[src/usart_slave_pkg.sv]
package usart_slave_pkg;

  // register indices (printed offsets are not all multiples of four: byte address = index * 4)
  localparam logic [7:0] IDX_IRQ_FLAGS   = 8'h0C;
  localparam logic [7:0] IDX_RX_STATUS   = 8'h18;
  localparam logic [7:0] IDX_TX_HOLD     = 8'h19;
  localparam logic [7:0] IDX_RX_HOLD     = 8'h1A;
  localparam logic [7:0] IDX_IRQ_ENABLES = 8'h8C;
  localparam logic [7:0] IDX_TX_STATUS   = 8'h98;
  localparam logic [7:0] IDX_BAUD_DIV    = 8'h99;
  // extra register of this block: core sleep state (bit 0), read-only
  localparam logic [7:0] IDX_SLEEP       = 8'hA0;

  localparam int unsigned ADDR_W = 10;

  // peripheral_irq_flags / peripheral_irq_enables
  localparam int unsigned BIT_RX_FLAG = 5;
  localparam int unsigned BIT_TX_FLAG = 4;

  // receive_status_control
  localparam int unsigned BIT_SERIAL_PORT_ENABLE  = 7;
  localparam int unsigned BIT_RX9   = 6;
  localparam int unsigned BIT_SINGLE_RECEIVE_ENABLE  = 5;
  localparam int unsigned BIT_CONTINUOUS_RECEIVE_ENABLE  = 4;
  localparam int unsigned BIT_FRAMING_ERROR  = 2;
  localparam int unsigned BIT_OVERRUN_ERROR  = 1;
  localparam int unsigned BIT_RX_NINTH_BIT  = 0;

  // transmit_status_control
  localparam int unsigned BIT_CLOCK_SOURCE_MASTER  = 7;
  localparam int unsigned BIT_TX9   = 6;
  localparam int unsigned BIT_TRANSMIT_ENABLE_BIT  = 5;
  localparam int unsigned BIT_SYNC  = 4;
  localparam int unsigned BIT_BAUD_HIGH_SPEED  = 2;
  localparam int unsigned BIT_TX_SHIFT_EMPTY  = 1;
  localparam int unsigned BIT_TX_NINTH_BIT  = 0;

  localparam logic [7:0] RST_TX_STATUS = 8'h02;
  localparam logic [7:0] RST_ZERO      = 8'h00;
  localparam logic [7:0] MASK_RX_CTRL  = 8'hF0;
  localparam logic [7:0] MASK_TX_CTRL  = 8'hF5;
  localparam logic [7:0] MASK_IRQ_EN   = 8'h30;

  localparam int unsigned DATA_BITS  = 8;
  localparam int unsigned RX_DEPTH   = 2;
  localparam logic [15:0] VECTOR_ADDR = 16'h0004;

endpackage

[src/usart_slave_shifter.sv]
`timescale 1ns/100ps
// serial engine on the sampled shift clock; bits move on its falling edge
module usart_slave_shifter
  import usart_slave_pkg::*;
#(
  parameter int unsigned WIDTH = 9
)
(
  input  wire logic             clk_i,
  input  wire logic             rst_i,
  input  wire logic             fall_i,
  input  wire logic             data_i,
  input  wire logic             nine_i,
  input  wire logic             rx_en_i,
  input  wire logic             tx_en_i,
  input  wire logic             load_i,
  input  wire logic [WIDTH-1:0] load_word_i,
  output logic                  busy_o,
  output logic                  tx_bit_o,
  output logic                  tx_done_o,
  output logic                  rx_done_o,
  output logic [WIDTH-1:0]      rx_word_o
);

  logic [WIDTH-1:0] tsr_q;
  logic [3:0]       tx_cnt_q;
  logic [WIDTH-1:0] rsr_q;
  logic [3:0]       rx_cnt_q;
  wire  [3:0]       last_cnt = nine_i ? 4'(WIDTH - 1) : 4'(WIDTH - 2);
  wire              tx_last  = fall_i && busy_o && (tx_cnt_q == last_cnt);
  wire              rx_last  = fall_i && rx_en_i && (rx_cnt_q == last_cnt);
  wire [WIDTH-1:0]  rx_shift = {data_i, rsr_q[WIDTH-1:1]};

  assign tx_bit_o = tsr_q[0];

  always_ff @(posedge clk_i)
  begin
    tx_done_o <= 1'b0;
    if (rst_i || !tx_en_i)
    begin
      busy_o   <= 1'b0;
      tsr_q    <= '0;
      tx_cnt_q <= '0;
    end
    else if (load_i)
    begin
      busy_o   <= 1'b1;
      tsr_q    <= load_word_i;
      tx_cnt_q <= '0;
    end
    else if (tx_last)
    begin
      busy_o    <= 1'b0;
      tx_done_o <= 1'b1;
    end
    else if (fall_i && busy_o)
    begin
      tsr_q    <= {1'b0, tsr_q[WIDTH-1:1]};
      tx_cnt_q <= tx_cnt_q + 4'h1;
    end
  end

  always_ff @(posedge clk_i)
  begin
    rx_done_o <= 1'b0;
    if (rst_i || !rx_en_i)
    begin
      rsr_q    <= '0;
      rx_cnt_q <= '0;
    end
    else if (fall_i)
    begin
      rsr_q    <= rx_shift;
      rx_cnt_q <= rx_last ? 4'h0 : rx_cnt_q + 4'h1;
      if (rx_last)
      begin
        rx_done_o <= 1'b1;
        rx_word_o <= nine_i ? rx_shift : {1'b0, rx_shift[WIDTH-1:1]};
      end
    end
  end

endmodule // usart_slave_shifter

[src/usart_sync_slave.sv]
`timescale 1ns/100ps
// Function
// slave mode behaves like master mode except clock source and sleep.
// first of two written words moves to shift register at once, even asleep.
// second word waits in holding register; tx pending flag stays clear.
// after first word leaves, second loads and tx pending flag sets.
// tx pending with tx irq enable wakes core; global enable vectors to 0004h.
// software selects sync, port enable, clears clock master bit.
// software clears both receive enables before slave transmission.
// software sets tx ninth enable and loads ninth bit before data byte.
// transmission starts only after transmit holding register is loaded.
// single receive enable is ignored in slave mode.
// continuous receive set before sleep still receives words during sleep.
// received word moves to holding buffer; rx irq wakes core, vectors.
// rx ready flag sets on completion; irq only with rx irq enable.
// software sets rx irq enable, then continuous receive enable.
// software sets rx ninth enable before enabling reception.
// software reads status for ninth bit and errors before data.
// clearing continuous receive clears latched receive errors.
// shift clock comes from outside on the clock pin.
// data pin sampled at each falling edge of shift clock.
// two-entry receive buffer; third word when full sets overrun, discarded.
// overrun blocks all transfers into receive buffer.
// least significant bit first; ninth bit follows eighth.
module usart_sync_slave
  import usart_slave_pkg::*;
(
  input  wire logic        clk_i,
  input  wire logic        rst_i,
  input  wire logic [31:0] adr_i,
  input  wire logic [31:0] dat_i,
  input  wire logic [3:0]  sel_i,
  input  wire logic        we_i,
  input  wire logic        cyc_i,
  input  wire logic        stb_i,
  output logic [31:0]      dat_o,
  output logic             ack_o,
  input  wire logic        shift_clock_pin_i,
  input  wire logic        serial_data_pin_i,
  output logic             serial_data_pin_o,
  output logic             serial_data_pin_oe_o,
  input  wire logic        global_irq_enable_i,
  input  wire logic        sleep_i,
  output logic             wake_o,
  output logic             irq_req_o,
  output logic [15:0]      irq_vector_o
);

  localparam int unsigned W = DATA_BITS + 1;

  logic       ck_s1_q, ck_s2_q, ck_s3_q;
  logic       dt_s1_q, dt_s2_q;
  logic [7:0] rx_ctrl_q;
  logic [7:0] tx_ctrl_q;
  logic [7:0] irq_en_q;
  logic [7:0] baud_q;
  logic       sleep_q;
  logic [W-1:0] hold_q;
  logic       hold_full_q;
  logic [W-1:0] fifo_q [RX_DEPTH];
  logic [1:0] cnt_q;
  logic       rd_ptr_q;
  logic       overrun_error_q;
  logic       framing_error_q;
  logic       tx_flag_q;
  logic       tx_busy;
  logic       tx_bit;
  logic       tx_done;
  logic       rx_done;
  logic [W-1:0] rx_word;

  function automatic logic hit(input logic [ADDR_W-1:0] a, input logic [7:0] idx);
    return a == {idx, 2'b00};
  endfunction

  // bus decode
  wire              bus_req   = cyc_i && stb_i && !ack_o;
  wire              wr_req    = bus_req && we_i && sel_i[0];
  wire              rd_req    = bus_req && !we_i;
  wire [ADDR_W-1:0] a         = adr_i[ADDR_W-1:0];
  wire [7:0]        wd        = dat_i[7:0];
  wire              wr_rxc    = wr_req && hit(a, IDX_RX_STATUS);
  wire              wr_txc    = wr_req && hit(a, IDX_TX_STATUS);
  wire              wr_hold   = wr_req && hit(a, IDX_TX_HOLD);
  wire              rd_rxh    = rd_req && hit(a, IDX_RX_HOLD);

  // mode decode; the port runs only with sync set and the clock master bit clear
  wire port_on   = rx_ctrl_q[BIT_SERIAL_PORT_ENABLE] && tx_ctrl_q[BIT_SYNC] && !tx_ctrl_q[BIT_CLOCK_SOURCE_MASTER];
  wire continuous_receive_enable      = rx_ctrl_q[BIT_CONTINUOUS_RECEIVE_ENABLE];
  wire rx_en     = port_on && continuous_receive_enable;
  wire tx_en     = port_on && tx_ctrl_q[BIT_TRANSMIT_ENABLE_BIT];
  wire ck_fall   = ck_s3_q && !ck_s2_q;
  wire rx_full   = cnt_q == 2'(RX_DEPTH);
  wire push      = rx_done && !overrun_error_q && !rx_full;
  wire overrun   = rx_done && !overrun_error_q && rx_full;
  wire pop       = rd_rxh && cnt_q != 2'h0;
  wire continuous_receive_enable_drop = wr_rxc && continuous_receive_enable && !wd[BIT_CONTINUOUS_RECEIVE_ENABLE];
  wire tx_load   = tx_en && hold_full_q && !tx_busy && !tx_done;
  wire rx_flag   = cnt_q != 2'h0;
  wire [W-1:0] head = fifo_q[rd_ptr_q];
  wire [7:0] flags = {2'b00, rx_flag, tx_flag_q, 4'h0};
  wire pend      = (rx_flag && irq_en_q[BIT_RX_FLAG]) || (tx_flag_q && irq_en_q[BIT_TX_FLAG]);
  wire [7:0] rx_stat = {rx_ctrl_q[7:4], 1'b0, framing_error_q, overrun_error_q, head[DATA_BITS]};
  wire [7:0] tx_stat = {tx_ctrl_q[7:2], !tx_busy, tx_ctrl_q[BIT_TX_NINTH_BIT]};

  logic [7:0] rd_mux;
  always_comb
  begin
    rd_mux = RST_ZERO;
    if (hit(a, IDX_IRQ_FLAGS))
      rd_mux = flags;
    else if (hit(a, IDX_RX_STATUS))
      rd_mux = rx_stat;
    else if (hit(a, IDX_RX_HOLD))
      rd_mux = head[7:0];
    else if (hit(a, IDX_IRQ_ENABLES))
      rd_mux = irq_en_q;
    else if (hit(a, IDX_TX_STATUS))
      rd_mux = tx_stat;
    else if (hit(a, IDX_BAUD_DIV))
      rd_mux = baud_q;
    else if (hit(a, IDX_SLEEP))
      rd_mux = {7'h00, sleep_q};
  end

  // pin synchronisers; third stage only for edge finding
  always_ff @(posedge clk_i)
  begin
    ck_s1_q <= shift_clock_pin_i;
    ck_s2_q <= ck_s1_q;
    ck_s3_q <= ck_s2_q;
    dt_s1_q <= serial_data_pin_i;
    dt_s2_q <= dt_s1_q;
    sleep_q <= sleep_i;
  end

  always_ff @(posedge clk_i)
  begin
    if (rst_i)
    begin
      ack_o <= 1'b0;
      dat_o <= '0;
    end
    else
    begin
      ack_o <= bus_req;
      dat_o <= rd_req ? {24'h000000, rd_mux} : '0;
    end
  end

  // control registers
  always_ff @(posedge clk_i)
  begin
    if (rst_i)
    begin
      rx_ctrl_q <= RST_ZERO;
      tx_ctrl_q <= RST_TX_STATUS;
      irq_en_q  <= RST_ZERO;
      baud_q    <= RST_ZERO;
    end
    else
    begin
      if (wr_rxc)
        rx_ctrl_q <= wd & MASK_RX_CTRL;
      if (wr_txc)
        tx_ctrl_q <= wd & MASK_TX_CTRL;
      if (wr_req && hit(a, IDX_IRQ_ENABLES))
        irq_en_q <= wd & MASK_IRQ_EN;
      if (wr_req && hit(a, IDX_BAUD_DIV))
        baud_q <= wd;
    end
  end

  // transmit holding register and pending flag
  always_ff @(posedge clk_i)
  begin
    if (rst_i)
    begin
      hold_q      <= '0;
      hold_full_q <= 1'b0;
      tx_flag_q   <= 1'b0;
    end
    else
    begin
      if (tx_load)
      begin
        hold_full_q <= 1'b0;
        // flag sets on the first load too; clear while a written word sits, set once it moves
        tx_flag_q   <= 1'b1;
      end
      if (wr_hold)
      begin
        // ninth bit captured at write time, so it must be set first
        hold_q      <= {tx_ctrl_q[BIT_TX_NINTH_BIT], wd};
        hold_full_q <= 1'b1;
        tx_flag_q   <= 1'b0;
      end
    end
  end

  // receive buffer, overrun and framing
  always_ff @(posedge clk_i)
  begin
    if (rst_i)
    begin
      cnt_q    <= '0;
      rd_ptr_q <= 1'b0;
      overrun_error_q   <= 1'b0;
      framing_error_q   <= 1'b0;
      fifo_q[0] <= '0;
      fifo_q[1] <= '0;
    end
    else
    begin
      if (push)
        fifo_q[1'(rd_ptr_q + cnt_q[0])] <= rx_word;
      if (pop)
        rd_ptr_q <= !rd_ptr_q;
      cnt_q <= cnt_q + 2'(push) - 2'(pop);
      // overrun set wins over the clear by software
      if (overrun)
        overrun_error_q <= 1'b1;
      else if (continuous_receive_enable_drop)
        overrun_error_q <= 1'b0;
      if (continuous_receive_enable_drop)
        framing_error_q <= 1'b0;
    end
  end

  // serial output, vector and wake
  always_ff @(posedge clk_i)
  begin
    if (rst_i)
    begin
      serial_data_pin_o    <= 1'b0;
      serial_data_pin_oe_o <= 1'b0;
      wake_o               <= 1'b0;
      irq_req_o            <= 1'b0;
      irq_vector_o         <= '0;
    end
    else
    begin
      serial_data_pin_o    <= tx_bit;
      serial_data_pin_oe_o <= tx_busy && !rx_en;
      wake_o               <= pend && sleep_q;
      irq_req_o            <= pend && global_irq_enable_i;
      irq_vector_o         <= (pend && global_irq_enable_i) ? VECTOR_ADDR : '0;
    end
  end

  usart_slave_shifter #(
    .WIDTH (W)
  ) u_shifter (
    .clk_i       (clk_i),
    .rst_i       (rst_i),
    .fall_i      (ck_fall),
    .data_i      (dt_s2_q),
    .nine_i      (rx_en ? rx_ctrl_q[BIT_RX9] : tx_ctrl_q[BIT_TX9]),
    .rx_en_i     (rx_en),
    .tx_en_i     (tx_en),
    .load_i      (tx_load),
    .load_word_i (hold_q),
    .busy_o      (tx_busy),
    .tx_bit_o    (tx_bit),
    .tx_done_o   (tx_done),
    .rx_done_o   (rx_done),
    .rx_word_o   (rx_word)
  );

endmodule // usart_sync_slave

[config.mk]
export PLATFORM = sky130hd
export DESIGN_NAME = usart_sync_slave
export DESIGN_NICKNAME = d
export VERILOG_FILES = /design/src/usart_slave_pkg.sv /design/src/usart_slave_shifter.sv /design/src/usart_sync_slave.sv
export SDC_FILE = /design/constraint.sdc
export NUM_CORES = 1
export LEC_CHECK = 0
export ABC_AREA = 1
export ABC_CLOCK_PERIOD_IN_PS = 2020
export BUFFER_PORTS_ARGS = -buffer_cell sky130_fd_sc_hd__buf_2
export CAP_MARGIN = 40
export CORE_ASPECT_RATIO = 0.75
export CORE_MARGIN = 1
export CORE_UTILIZATION = 53
export DETAILED_ROUTE_END_ITERATION = 10
export HOLD_SLACK_MARGIN = 0.02
export PLACE_DENSITY = 0.8
export RECOVER_POWER = 50
export SLEW_MARGIN = 10
export SYNTH_ARGS = -nofsm -noshare
export SYNTH_HDL_FRONTEND = slang
export SYNTH_SLANG_ARGS = --single-unit
[constraint.sdc]
create_clock -name clk_i -period 2.02 [get_ports clk_i]
set_input_delay 0.202 -clock clk_i [delete_from_list [all_inputs] [get_ports clk_i]]
set_output_delay 0.202 -clock clk_i [all_outputs]
set_load 0.005 [all_outputs]
==> flow_summary.ini, run 1 <==
[yosys]
synthFlopType = dfxtp_1
synth-compound-area-share_pct = 9.33
yosysWarnings = 0
synth.distinct_cells = 40
syn-instance-count = 635
syn_area_mm2 = 0.00511
async_reset_ff_share_pct = 0
muxShareOfSynthArea_pct = 1.54
yosys.area_share.simple_pct = 26.3
synth_top_family_by_area = simple AND/OR/NAND/NOR gates
yosys.area_share.adder_pct = 0.980
synth_edf_count = 27
synth-xor-area-share_pct = 0.857
ys_seq_elements = 110
yosysSeqAreaShare_pct = 48.4
syn_area_per_cell_um2 = 8.04

[detailed_routing]
drt-wirelength-per-cell_um = 12.4
vias = 4053
initialDrtViolationCount = 244
antenna_left = 0
drc_errors = 0
avgViaCountPerCell = 4.93
wirelength_mm = 10.2
dr.pass1.iters = 5

[clock_tree]
cts_root_buf = clkbuf_16
cts_buffers = 9
tritoncts = done
clkSlewWorstSetupHoldPaths_ns = 0.07
clock-sinks = 110
ctsHoldBuffers = 3
clkLatencyLatePin_ns = 0.34
post_cts_resized = 0
clockBufferDepth = 2
cts_setup_buffers = 0
ctsHtreeMaxLevel = 3

[critical_path]
endpoint_kind = flop
setup.worst_path.start_class = flop
crit_fanout = 17
crit_required_ns = 2.08
rr_endpoint = u_shifter.rx_word_o[5]
crit_family = simple AND/OR/NAND/NOR gates
crit_chain = nand2_2 > nor2_4 > nand3_4 > nand2_4 > nor2_1 > nand3b_1 > nor2_1 > buf_4
regToRegSetupSlack_ns = 0.22
cp_common_cell = nor2_1
regToRegStartpoint = tx_ctrl_q[4]
path_class = reg2reg
reg2reg_depth = 8
cp_slowest_stage_delay_ns = 0.43
critical_path_arrival_ns = 1.86
slowest_stage = dfxtp_1
critPathBufInv = 1

[die]
die_y_um = 87.0
coreArea_mm2 = 0.00920
dieArea_mm2 = 0.0100
rows = 30
die_x_um = 115
ioPinCount = 130
initial_core_util_pct = 55.5

[timing]
finClkSkew_ns = 0.00695
hold_viol = 0
setup_slack_ns = 0.219
grt_setup_unrepaired = false
finalMaxSlewViolations = 0
setup_viol = 0
clock.fmax_mhz = 555
min_period_over_period_pct = 89.2
tns_ns = 0
period_minus_slack_ns = 1.80

[power]
p_leak_uw = 0.00241
power_frac_clock_pct = 41.9
p_int_uw = 3280
power_density_mw_per_mm2 = 738
sequentialPowerShare_pct = 54.5
max-vdd-ir-drop_mv = 0.474
comb_power_share_pct = 3.6
p_sw_uw = 887
p_sw_share_pct = 21.3

[min_path]
worstHoldPathCells = 3
hold_start = global_irq_enable_i
min_to = irq_vector_o[2]
hold_path.class = in2reg

[finish]
nets = 770
area_delta_synth_final_pct = 10.5
drive_gt1_share_pct = 14.1
final_cell_mix = 123 x nand2_1, 103 x nor2_1, 83 x dfxtp_1
final_common_cell = nand2_1
num_antenna_cells = 0

[global_routing]
grt.total_usage_pct = 21.7
grt_max_degree = 31
grt_overflow = 0
antenna_found_initial = 0
grt_pass1_wl_mm = 16.8
grt_pass1_vias = 3685

[place]
gp_congestion = 0.863
place_ws_ns = 0.0505
dp_hpwl_mm = 7.60
io_buffers = 41

[flow_run]
cap_violations = 0

[outcome]
status = complete, no violations
[power groups by stage]
stage,sequential (uW),clock [uW],combinational [uW]
global placement,2320,0,139
floorplan,2320,0,136
detailed placement,2320,0,142
finish,2270,1750,148
global route,2270,1880,167
CTS,2270,1790,148
[cell usage after synthesis (7+ instances only)]
cell	number	area [um2]
nand2_1	121	454
nor2_1	101	379
dfxtp_1	83	1660
inv_1	61	229
buf_4	40	300
a21oi_1	36	180
nand3_1	29	145
edfxtp_1	27	811
o21ai_0	27	135
inv_2	10	37.5
nor2_2	10	62.6
o21ai_1	9	45.0
a21boi_1	8	60.1
clkbuf_1	8	30.0
mux2_2	7	78.8
[worst max-delay path by stage]
| stage | slack [ns] | start | endpoint | depth (start not counted) |
|---|---|---|---|---|
| finish | 0.22 | tx_ctrl_q[4] | u_shifter.rx_word_o[5] | 8 |
| CTS | 0.22 | tx_ctrl_q[4] | u_shifter.rx_word_o[5] | 8 |
| detailed placement | 0.05 | adr_i[4] | cnt_q[1] | 11 |
| global route | 0.06 | tx_ctrl_q[7] | u_shifter.rx_word_o[5] | 10 |
| global placement | 0.13 | adr_i[1] | cnt_q[1] | 11 |
| floorplan | 0.20 | tx_ctrl_q[4] | u_shifter.rx_word_o[0] | 7 |
[routing by layer]
| layer | vias up | track usage [%] | wire length, um |
|---|---|---|---|
| met3 | 9 | 6.05 | 741 |
| met2 | 145 | 35.6 | 4730 |
| met1 | 1835 | 28.3 | 4660 |
| met4 | 0 | 5.67 | 89 |
| li1 | 2064 | - | - |
| met5 | - | 0 | 0 |
[per-stage QoR]
| step | instance area [um2] | hold WS [ns] | utilization (%) | total power, uW | instances |
|---|---|---|---|---|---|
| final | 5650 | 0.0742 | 61.4 | 4170 | 822 |
| after global placement | 5350 | 0.305 | 58.2 | 2460 | 803 |
| after detailed placement | 5350 | 0.307 | 58.2 | 2460 | 803 |
| after floorplan | 5250 | 0.230 | - | 2460 | 673 |
| after CTS | 5680 | 0.0655 | 61.8 | 4210 | 822 |
| after global routing | 5650 | 0.0742 | 61.4 | 4320 | 822 |
[cell families (layout without fill, tap and decap cells)]
family | count (synthesis) | after routing
other | 1 | 39
multiplexers | 7 | 7
AO/OA/AOI/OAI | 88 | 88
adder cells (fa/ha/maj) | 4 | 4
flip-flops | 110 | 110
buffers and inverters | 125 | 146
XOR/XNOR | 5 | 5
AND/OR/NAND/NOR | 295 | 295
[final cells by class]
type / count / area (um2)
Fill cell: 788 / 3550
Sequential cell: 110 / 2470
Multi-Input combinational cell: 438 / 2120
Timing Repair Buffer: 58 / 324
Inverter: 72 / 270
Clock buffer: 9 / 225
Tap cell: 128 / 160
Clock inverter: 7 / 73.8
[sequential cells by signal, indices dropped and copies added, names as in the netlist, 2 cells and up, named ones only]
name / flops
fifo_q: 18
hold_q: 9
u_shifter.rx_word_o: 9
u_shifter.tsr_q: 9
baud_q: 8
dat_o: 8
u_shifter.rsr_q: 8
tx_ctrl_q: 6
rx_ctrl_q: 4
u_shifter.rx_cnt_q: 4
u_shifter.tx_cnt_q: 4
cnt_q: 2
irq_en_q: 2
[tightest hold or removal path, delay by kind of cell]
kind	cells	cell delay, ns
buf+inv	2	0.13
simple gates	1	0.04
Power figures use the tool's default switching activity.
==> run 2: changes to the inputs <==
--- a/config.mk
+++ b/config.mk
@@ -13,6 +13,7 @@
 export CORE_MARGIN = 1
 export CORE_UTILIZATION = 53
 export DETAILED_ROUTE_END_ITERATION = 10
+export GPL_TIMING_DRIVEN = 0
 export HOLD_SLACK_MARGIN = 0.02
 export PLACE_DENSITY = 0.8
 export RECOVER_POWER = 50
==> run 2 against run 1 <==
Worst hold slack got worse by 0.0027 ns. Design area rose by 5.1%. Utilization grew 3.1 points. Die area unchanged. Sequential power barely moved. Critical path depth is the same. Worst setup slack worse by 0.094 ns. Critical endpoint is now u_shifter.rx_word_o[7]. Combinational power rose by 37%. Via count rose by 4.4%. Sequential share of layout area shrank 2.1 points. Total power decreased by 1.9%.
==> flow_summary.ini, run 2 (synthesis results as in run 1) <==
[clock_tree]
cts_buffers = 9
clock-sinks = 110
cts_root_buf = clkbuf_16
clkSlewWorstSetupHoldPaths_ns = 0.07
clockBufferDepth = 2
clkLatencyLatePin_ns = 0.35
ctsHtreeMaxLevel = 3
tritoncts = done

[critical_path]
regToRegStartpoint = rx_ctrl_q[4]
crit_fanout = 9
crit_start = rx_ctrl_q[4]
crit_required_ns = 2.05
critical_path_arrival_ns = 1.93
path_class = reg2reg
endpoint_kind = flop
setup.worst_path.start_class = flop

[die]
rows = 30
die_y_um = 87.0
initial_core_util_pct = 55.5
dieArea_mm2 = 0.0100
die_x_um = 115
ioPinCount = 130
coreArea_mm2 = 0.00920

[finish]
instances_no_fill = 865
final_cell_area_mm2 = 0.00593
nets = 813
fin_util_pct = 64.5
area_delta_synth_final_pct = 16.1
final_cell_mix = 122 x nand2_1, 102 x nor2_1, 83 x dfxtp_1
regMostFlops = fifo_q
largest_register_ffs = 18
drive_gt1_share_pct = 18.0
final_common_cell = nand2_1
num_antenna_cells = 0

[detailed_routing]
initialDrtViolationCount = 297
wirelength_mm = 10.8
antenna_left = 0
routed.top_layer = met4
avgViaCountPerCell = 4.89
wl_met1_mm = 4.80
met2_length_mm = 4.95
vias = 4230
dr.pass1.iters = 5
drc_errors = 0
wl_met3_um = 884
drt-wirelength-per-cell_um = 12.5

[place]
post-place-cells = 841
dp_hpwl_mm = 8.12
gp_congestion = 0.874
io_buffers = 40
dpl_cell_area_mm2 = 0.00561

[timing]
clock.fmax_mhz = 528
min_period_over_period_pct = 93.8
setup_viol = 0
finalMaxSlewViolations = 0
slew_headroom_pct = 49.5
finClkSkew_ns = 0.00852
period_minus_slack_ns = 1.89
grt_setup_unrepaired = false
worst_pin_slew_ns = 0.757
hold_viol = 0

[power]
power_density_mw_per_mm2 = 689
max-vdd-ir-drop_mv = 0.642
p_leak_uw = 0.00262

[flow_run]
cap_violations = 0

[global_routing]
grt.total_usage_pct = 22.7
grt_max_degree = 18
grt_pass1_vias = 3854
grt_pass1_wl_mm = 17.4
antenna_found_initial = 0
grt_overflow = 0

[min_path]
hold_path.class = in2reg
hold_start = global_irq_enable_i

[outcome]
status = complete, no violations
-- run 2: cell count changes in the layout (fill, tap and decap cells not counted), sizes merged --
cell      change
clkbuf       +12
buf          +31
clkinvlp      +1
clkinv        +1
inv           -1
bufinv        -1
-- run 2: per-layer routing --
| layer | GRT usage, % | vias up |
|---|---|---|
| li1 | - | 2147 |
| met1 | 29.6 | 1903 |
| met2 | 37.0 | 158 |
| met3 | 5.01 | 22 |
| met4 | 8.62 | 0 |
| met5 | 0 | - |
-- run 2: critical path, stage by stage, from the launching register on --
cell	delay, ns
dfxtp_1	0.46
nand4_2	0.24
nand2_4	0.17
nand2_4	0.09
nand2_1	0.07
nand2_1	0.05
inv_1	0.05
nand3b_1	0.16
nor2_4	0.28
-- run 2: worst paths after layout --
path	endpoint	slack [ns]	depth (start not counted)
worst max-delay path	u_shifter.rx_word_o[7]	0.13	8
worst min-delay path	irq_vector_o[2]	0.07	3
worst max register to register	u_shifter.rx_word_o[7]	0.13	8
worst min register to register	dt_s2_q	0.33	0
-- run 2: cell type report --
class                   count  area [um2]
multi-input cells         438        2140
inverters                  72         270
well taps                 128         160
clock buffers               9         225
clock inverters             7        41.3
repair buffers             48         253
fillers                   765        3270
plain buffers              53         367
flip-flops and latches    110        2470
-- run 2: where the power goes --
group | total [uW] | internal (uW) | leakage [uW] | switching (uW)
logic | 203 | 90.2 | 0.00156 | 113
registers | 2270 | 2270 | 0.000939 | 6.16
clock network | 1610 | 825 | 0.000125 | 785
-- run 2: what timing repair did --
action,in CTS,in global routing
gates resized for setup,1,2
pin swaps,0,2
endpoints found under the setup margin,9,10
hold buffers,3,0
gates cloned,0,0
hold endpoints to repair,3,0
setup buffers,0,5
-- run 2: per-stage QoR --
stage / setup TNS, ns / setup WS (ns) / hold slack (ns) / power (uW)
floorplan: 0 / 0.197 / 0.230 / 2460
global placement: -0.620 / -0.172 / 0.305 / 2510
detailed placement: -1.68 / -0.237 / 0.306 / 2520
CTS: 0 / 0.0341 / 0.0684 / 4100
global route: 0 / 0.0126 / 0.0727 / 4210
finish: 0 / 0.125 / 0.0715 / 4090
